File: src/pkg/tamper_cfg.svh
`ifndef TAMPER_CFG_SVH
`define TAMPER_CFG_SVH

// Tamper input order in the input vector.
`define TAMPER_A_BIT      0
`define TAMPER_B_BIT      1
`define TAMPER_C_BIT      2
`define TAMPER_D_BIT      3
// Idle level of each input, bit per input: a and c high, b and d low.
`define TAMPER_IDLE_LEVEL 4'h5
// Default number of stable samples before a level counts.
`define FILTER_COUNT_RST  8'h10
// Reset time-out in microseconds and derived cycles at 20 MHz.
`define RESET_TIMEOUT_US  200
`define CLK_MHZ           20
`define RESET_TIMEOUT_CYC (`RESET_TIMEOUT_US * `CLK_MHZ)

`endif

File: src/pkg/tamper_pkg.sv
package tamper_pkg;

	typedef enum logic [1:0]
	{
		VARIANT_ON   = 2'h0,
		VARIANT_HIZ  = 2'h1,
		VARIANT_GND  = 2'h2
	} supply_variant_e;

	typedef struct packed
	{
		logic [3:0] tamper_in;
		logic       overvoltage_trip;
		logic       undervoltage_trip;
	} sense_s;

	typedef struct packed
	{
		logic supply_on;
		logic supply_oe;
		logic switch_ind;
	} supply_ctl_s;

	typedef enum logic [2:0]
	{
		ARM_COLD    = 3'b001,
		ARM_TIMEOUT = 3'b010,
		ARM_ARMED   = 3'b100
	} arm_state_e;

endpackage : tamper_pkg

File: src/verilog/glitch_filter.sv
`timescale 1ns/10ps
`include "tamper_cfg.svh"

module glitch_filter
(
	input  wire logic       clk,        // System clock.
	input  wire logic       rst_n,      // Synchronous reset, active low.
	input  wire logic       raw_in,     // Raw asynchronous-origin level.
	input  wire logic       reset_val,  // Idle level taken at reset.
	input  wire logic [7:0] stable_cnt, // Samples required before change.
	output logic            filt_out    // Filtered level.
);
	logic       sync1_q;
	logic       sync2_q;
	logic [7:0] cnt_q;

	// Two flops bring the level into the clock domain.
	always_ff @(posedge clk)
	begin
		sync1_q <= raw_in;
		sync2_q <= sync1_q;
	end

	// The output follows only after stable_cnt + 1 agreeing samples.
	always_ff @(posedge clk)
	begin
		if (!rst_n)
		begin
			cnt_q    <= 8'h00;
			filt_out <= reset_val;
		end
		else if (sync2_q == filt_out)
			cnt_q <= 8'h00;
		else if (cnt_q >= stable_cnt)
		begin
			filt_out <= sync2_q;
			cnt_q    <= 8'h00;
		end
		else
			cnt_q <= cnt_q + 8'h01;
	end

endmodule : glitch_filter

File: src/verilog/tamper_alarm_monitor.sv
`timescale 1ns/10ps
`include "tamper_cfg.svh"

// Overview of operation
// - Any tamper input off idle asserts alarm.
// - Alarm releases when no condition remains.
// - Inputs a and c: low is tamper.
// - Inputs b and d: high is tamper.
// - Over or under voltage asserts alarm.
// - Each tamper input is glitch filtered.
// - Alarm low regardless; supply follows variant.
// - Detection disabled until first valid power-up.
// - Once armed, detect on main or battery.
// - Variants: on/normal, hiz/high, ground/high.
// - Time-out restarts whenever supply drops before arming.
module tamper_alarm_monitor
#(
	parameter int unsigned RESET_TIMEOUT_CYCLES = `RESET_TIMEOUT_CYC
)
(
	input  wire logic                        clk,                   // 20 MHz clock.
	input  wire logic                        rst_n,                 // Sync reset, low.
	input  wire logic                        tamper_in_a_idle_high, // Idles high.
	input  wire logic                        tamper_in_b_idle_low,  // Idles low.
	input  wire logic                        tamper_in_c_idle_high, // Idles high.
	input  wire logic                        tamper_in_d_idle_low,  // Idles low.
	input  wire logic                        overvoltage_trip,      // Supply over limit.
	input  wire logic                        undervoltage_trip,     // Supply under limit.
	input  wire logic                        main_above_reset,      // Main supply valid.
	input  wire logic                        on_battery,            // Switched to battery.
	input  wire tamper_pkg::supply_variant_e variant,               // Alarm supply mode.
	input  wire logic [7:0]                  filter_count,          // Stable samples.
	output logic                             security_alarm_n,      // Alarm, active low.
	output logic                             supply_on,             // Supply switch closed.
	output logic                             supply_gnd,            // Supply pulled to ground.
	output logic                             switch_ind,            // Battery indicator.
	output logic                             detect_armed           // Detection armed.
);
	import tamper_pkg::*;

	logic [3:0]  raw_vec;
	logic [3:0]  filt_vec;
	logic [1:0]  volt_s1_q;
	logic [1:0]  volt_s2_q;
	logic        main_s1_q;
	logic        main_s2_q;
	logic [31:0] timeout_q;
	arm_state_e  arm_q;
	logic        tamper_now;
	logic        idle_high_polarity;
	logic        idle_low_polarity;

	// ------------------------------------------------------------
	// Input qualification
	// ------------------------------------------------------------
	// Idle-high inputs a and c are flipped so that a set bit always means tamper.
	assign raw_vec[`TAMPER_A_BIT] = ~tamper_in_a_idle_high;
	assign raw_vec[`TAMPER_C_BIT] = ~tamper_in_c_idle_high;
	assign raw_vec[`TAMPER_B_BIT] = tamper_in_b_idle_low;
	assign raw_vec[`TAMPER_D_BIT] = tamper_in_d_idle_low;

	genvar g;
	generate
		for (g = 0; g < 4; g++)
		begin : g_filt
			glitch_filter u_filt
			(
				.clk        (clk),
				.rst_n      (rst_n),
				.raw_in     (raw_vec[g]),
				.reset_val  (1'b0),
				.stable_cnt (filter_count),
				.filt_out   (filt_vec[g])
			);
		end
	endgenerate

	// Comparator flags and main-supply level are synchronised too.
	always_ff @(posedge clk)
	begin
		volt_s1_q <= {overvoltage_trip, undervoltage_trip};
		volt_s2_q <= volt_s1_q;
		main_s1_q <= main_above_reset;
		main_s2_q <= main_s1_q;
	end

	assign idle_high_polarity = filt_vec[`TAMPER_A_BIT] | filt_vec[`TAMPER_C_BIT];
	assign idle_low_polarity  = filt_vec[`TAMPER_B_BIT] | filt_vec[`TAMPER_D_BIT];

	// ------------------------------------------------------------
	// Arming after first valid power-up
	// ------------------------------------------------------------
	always_ff @(posedge clk)
	begin
		if (!rst_n)
		begin
			arm_q     <= ARM_COLD;
			timeout_q <= 32'h0000_0000;
		end
		else
		begin
			case (arm_q)
				ARM_COLD:
				begin
					timeout_q <= 32'h0000_0000;
					if (main_s2_q)
						arm_q <= ARM_TIMEOUT;
				end
				ARM_TIMEOUT:
				begin
					if (!main_s2_q)
					begin
						timeout_q <= 32'h0000_0000;
						arm_q     <= ARM_COLD;
					end
					else if (timeout_q >= RESET_TIMEOUT_CYCLES - 1)
						arm_q <= ARM_ARMED;
					else
						timeout_q <= timeout_q + 32'h0000_0001;
				end
				// Armed state is kept on battery as well as main supply.
				ARM_ARMED: arm_q <= ARM_ARMED;
				default:   arm_q <= ARM_COLD;
			endcase
		end
	end

	assign detect_armed = (arm_q == ARM_ARMED);

	// ------------------------------------------------------------
	// Alarm and supply output
	// ------------------------------------------------------------
	assign tamper_now = detect_armed &
		(idle_high_polarity | idle_low_polarity | (|volt_s2_q));

	always_ff @(posedge clk)
	begin
		if (!rst_n)
		begin
			security_alarm_n <= 1'b1;
			supply_on        <= 1'b1;
			supply_gnd       <= 1'b0;
			switch_ind       <= 1'b0;
		end
		else
		begin
			security_alarm_n <= ~tamper_now;
			supply_on        <= 1'b1;
			supply_gnd       <= 1'b0;
			switch_ind       <= on_battery;
			if (tamper_now)
			begin
				case (variant)
					VARIANT_ON: ;
					VARIANT_HIZ:
					begin
						supply_on  <= 1'b0;
						switch_ind <= 1'b1;
					end
					VARIANT_GND:
					begin
						supply_on  <= 1'b0;
						supply_gnd <= 1'b1;
						switch_ind <= 1'b1;
					end
					default: ;
				endcase
			end
		end
	end

endmodule : tamper_alarm_monitor
File: config.mk
export PLATFORM = sky130hd
export DESIGN_NAME = tamper_alarm_monitor
export DESIGN_NICKNAME = d
export VERILOG_FILES = /design/src/pkg/tamper_pkg.sv /design/src/verilog/glitch_filter.sv /design/src/verilog/tamper_alarm_monitor.sv
export VERILOG_INCLUDE_DIRS = /design/src /design/src/pkg
export SDC_FILE = /design/constraint.sdc
export NUM_CORES = 1
export LEC_CHECK = 0
export BUFFER_PORTS_ARGS = -buffer_cell sky130_fd_sc_hd__buf_2
export CORE_MARGIN = 5
export CORE_UTILIZATION = 50
export CTS_CLUSTER_SIZE = 20
export DETAILED_ROUTE_END_ITERATION = 10
export PLACE_DENSITY = 0.7
export SLEW_MARGIN = 20
export SYNTH_ARGS = -nofsm -noshare
export SYNTH_HDL_FRONTEND = slang
export SYNTH_SLANG_ARGS = --single-unit
File: constraint.sdc
create_clock -name clk -period 1.8 [get_ports clk]
set_input_delay 0.18 -clock clk [delete_from_list [all_inputs] [get_ports clk]]
set_output_delay 0.18 -clock clk [all_outputs]
set_load 0.05 [all_outputs]
==> results.json <==
{
  "power_frac_seq": 0.533,
  "path_cells": "nor4_4 -> nand2_2 -> o41ai_4 -> buf_6 -> nand2_4 -> or4_1 -> a21oi_1",
  "die_w_um": 98.1,
  "clock_sinks": 89,
  "wirelength_um": 8400,
  "htreeDepth": 3,
  "r2r_start": "timeout_q[21]$_SDFFE_PN0P_",
  "dp.cells": 574,
  "drtIter0Drc": 100,
  "fin_cells": 599,
  "reg2regPathDepth": 7,
  "cp.arrival_ns": 2.20,
  "ys_seq_area_frac": 0.459,
  "violations": "setup timing",
  "hold_viol": 0,
  "core_um2": 7650,
  "synth_warnings": 0,
  "worstMarginPinSlew_ns": 0.320,
  "drv_slew": 0,
  "drive_above_1_share": 0.318,
  "most-common-layout-cells": "dfxtp_1, buf_4, and3_1",
  "p_leak_uw": 0.00237,
  "hold_path.class": "primary input to register",
  "final_common_cell": "dfxtp_1",
  "busiest_layer": "met2",
  "overflow": 0,
  "clkLatencyLatePin_ns": 0.37,
  "ys_top_cells_by_area": "dfxtp_1, ha_1, xor2_1",
  "clock_skew_ns": 0.0151,
  "netlist_area_um2": 3880,
  "detail-route-antenna-nets": 0,
  "yosysUniqueCellTypes": 37,
  "cts_tree": "done",
  "crit_path_start_kind": "register",
  "synth_flop_cell": "dfxtp_1",
  "io_buffer_count": 24,
  "syn_inst": 405,
  "initial_utilization": 0.508,
  "r2r_slack_ns": -0.10,
  "required_ns": 2.10,
  "endpoint_kind": "register",
  "boundaryPins": 25,
  "p_total_uw": 3780,
  "use_met3": 0.0343,
  "post-dp-hpwl_um": 5780,
  "grt_max_degree": 22,
  "row_count": 32,
  "synth_top_area_frac": 0.459,
  "cts-root-buf": "clkbuf_8",
  "status": "complete, but fails checks",
  "avgSynthCellArea_um2": 9.58,
  "grt_usage": 0.176,
  "antenna_found_initial": 0,
  "whs_ns": 0.0242,
  "antenna_cells": 0,
  "fin_ws_ns": -0.101,
  "power_frac_clock": 0.375,
  "clk_pin_slew_ns": 0.09,
  "min_period_over_period": 1.06,
  "setup_violations": 3,
  "routed-via-count": 3119,
  "p_sw_uw": 924,
  "grtUsageMet2": 0.279,
  "clk_path_buf_depth": 2,
  "numCtsBuffers": 9,
  "die_area_um2": 9620,
  "critPathMaxStageDelay_ns": 0.40,
  "area_growth_pct": 32.3,
  "viasPerCell": 5.21,
  "period_minus_slack_ns": 1.90,
  "cap_violations": 0,
  "grt_pass1_wl_um": 13900,
  "grt_pass1_vias": 3015,
  "critPathMaxFanout": 7,
  "place_congestion": 0.828,
  "cp_slowest_cell": "or4_1",
  "max_freq_ghz": 0.526,
  "synth-seq-cells": 89,
  "r2r_end": "timeout_q[8]$_SDFFE_PN0P_",
  "powerDensity_nw_per_um2": 737,
  "grt_setup_unrepaired": "yes",
  "postLayoutCoreUtil": 0.671,
  "p_sw_frac": 0.244,
  "startpoint": "timeout_q[21]$_SDFFE_PN0P_",
  "internal-power_uw": 2860,
  "slew_headroom": 0.786,
  "synth-async-reset-ratio": 0,
  "grt_use_met1": 0.234,
  "dieHeight_um": 98.1,
  "worstSetupPathType": "register to register",
  "power_frac_comb": 0.093,
  "syn_nets": 463,
  "drtPass1Iterations": 4,
  "synth-edff-count": 0,
  "ir_worst_vdd_mv": 0.499,
  "nNetsFinal": 550,
  "endpoint": "timeout_q[8]$_SDFFE_PN0P_",
  "route.detailed.drc": 0,
  "yosysTopAreaCell": "dfxtp_1",
  "avgRoutedWirePerCell_um": 14.0
}
-- cell usage after synthesis, types with 3 or more instances --
| cell | count |
|---|---|
| nor2b_1 | 5 |
| nand2b_1 | 11 |
| o21ai_0 | 10 |
| nor3b_1 | 3 |
| xor2_1 | 29 |
| a2111oi_0 | 4 |
| and3_1 | 33 |
| nand2_1 | 21 |
| nor2_1 | 48 |
| clkbuf_1 | 7 |
| nand3_1 | 25 |
| a21o_1 | 8 |
| o211ai_1 | 8 |
| o21a_1 | 4 |
| o31ai_1 | 5 |
| a21oi_1 | 5 |
| nor4_1 | 5 |
| nand4_1 | 3 |
| ha_1 | 38 |
| dfxtp_1 | 89 |
| xnor2_1 | 5 |
| inv_1 | 20 |
-- sequential cells by signal (all words and copies together), names as in the netlist, 2 cells and up --
signal,flops
arm_q,3
g_filt.u_filt.cnt_q,32
g_filt.u_filt.filt_out,4
g_filt.u_filt.sync1_q,4
g_filt.u_filt.sync2_q,4
timeout_q,32
volt_s1_q,2
volt_s2_q,2
-- power by group through the flow --
| stage | Combinational, uW | Clock [uW] | Sequential (uW) |
|---|---|---|---|
| floorplan | 152 | 0 | 2070 |
| global placement | 273 | 0 | 2060 |
| detailed placement | 282 | 0 | 2060 |
| CTS | 311 | 1460 | 2020 |
| global route | 394 | 1540 | 2020 |
| finish | 352 | 1420 | 2020 |
-- metrics by stage --
stage | setup TNS, ns | setup slack (ns) | cell area (um^2)
4_1_cts | -0.635 | -0.130 | 4890
3_3_place_gp | -4.73 | -0.171 | 4490
5_1_grt | -1.20 | -0.193 | 5130
6_report | -0.164 | -0.101 | 5130
3_5_place_dp | -7.30 | -0.316 | 4490
2_1_floorplan | 0 | 0.00523 | 3890
-- kinds of logic after synthesis --
logic type / after synthesis / synth area share
adders and majority gates: 38 / 0.123
AOI/OAI and AO/OA: 54 / 0.103
DFF: 89 / 0.459
buffers and inverters: 28 / 0.0274
and+or+nand+nor: 162 / 0.211
xor gates and xnor gates: 34 / 0.0767
-- worst min path at each step --
stage               slack (ns)            startpoint  depth (start not counted)                          endpoint
floorplan                 0.21  tamper_in_b_idle_low                          0  g_filt[1].u_filt.sync1_q$_DFF_P_
global placement          0.29     undervoltage_trip                          1              volt_s1_q[0]$_DFF_P_
detailed placement        0.28  tamper_in_b_idle_low                          1  g_filt[1].u_filt.sync1_q$_DFF_P_
CTS                       0.01            on_battery                          3             switch_ind$_SDFF_PN0_
global route              0.02            on_battery                          3             switch_ind$_SDFF_PN0_
finish                    0.02            on_battery                          3             switch_ind$_SDFF_PN0_
-- routing by layer --
layer / routed length (um) / part of all wire
met1: 4000 / 0.48
met2: 3970 / 0.47
met3: 271 / 0.032
met4: 162 / 0.019
met5: 0 / 0
-- area by class of cell --
cell class	count	area, um^2
Tap cell	102	128
Multi-Input combinational cell	288	2320
Clock inverter	6	70.1
Inverter	20	75.1
Fill cell	582	2510
Timing Repair Buffer	84	596
Clock buffer	10	138
Sequential cell	89	1810
-- critical path: cells and delay by family, from the launching register on --
family / cells / cell delay [ns]
flip-flops: 1 / 0.34
AO/OA/AOI/OAI: 2 / 0.47
AND/OR/NAND/NOR: 4 / 0.84
buffers and inverters: 1 / 0.17
-- timing repair --
action                     CTS  global route
setup endpoints to repair   46            48
pin swaps                   12            35
setup buffers                2             2
gates resized for setup     27            58
hold endpoints to repair     7             0
hold buffers                 7             0
Power figures use the tool's default switching activity.
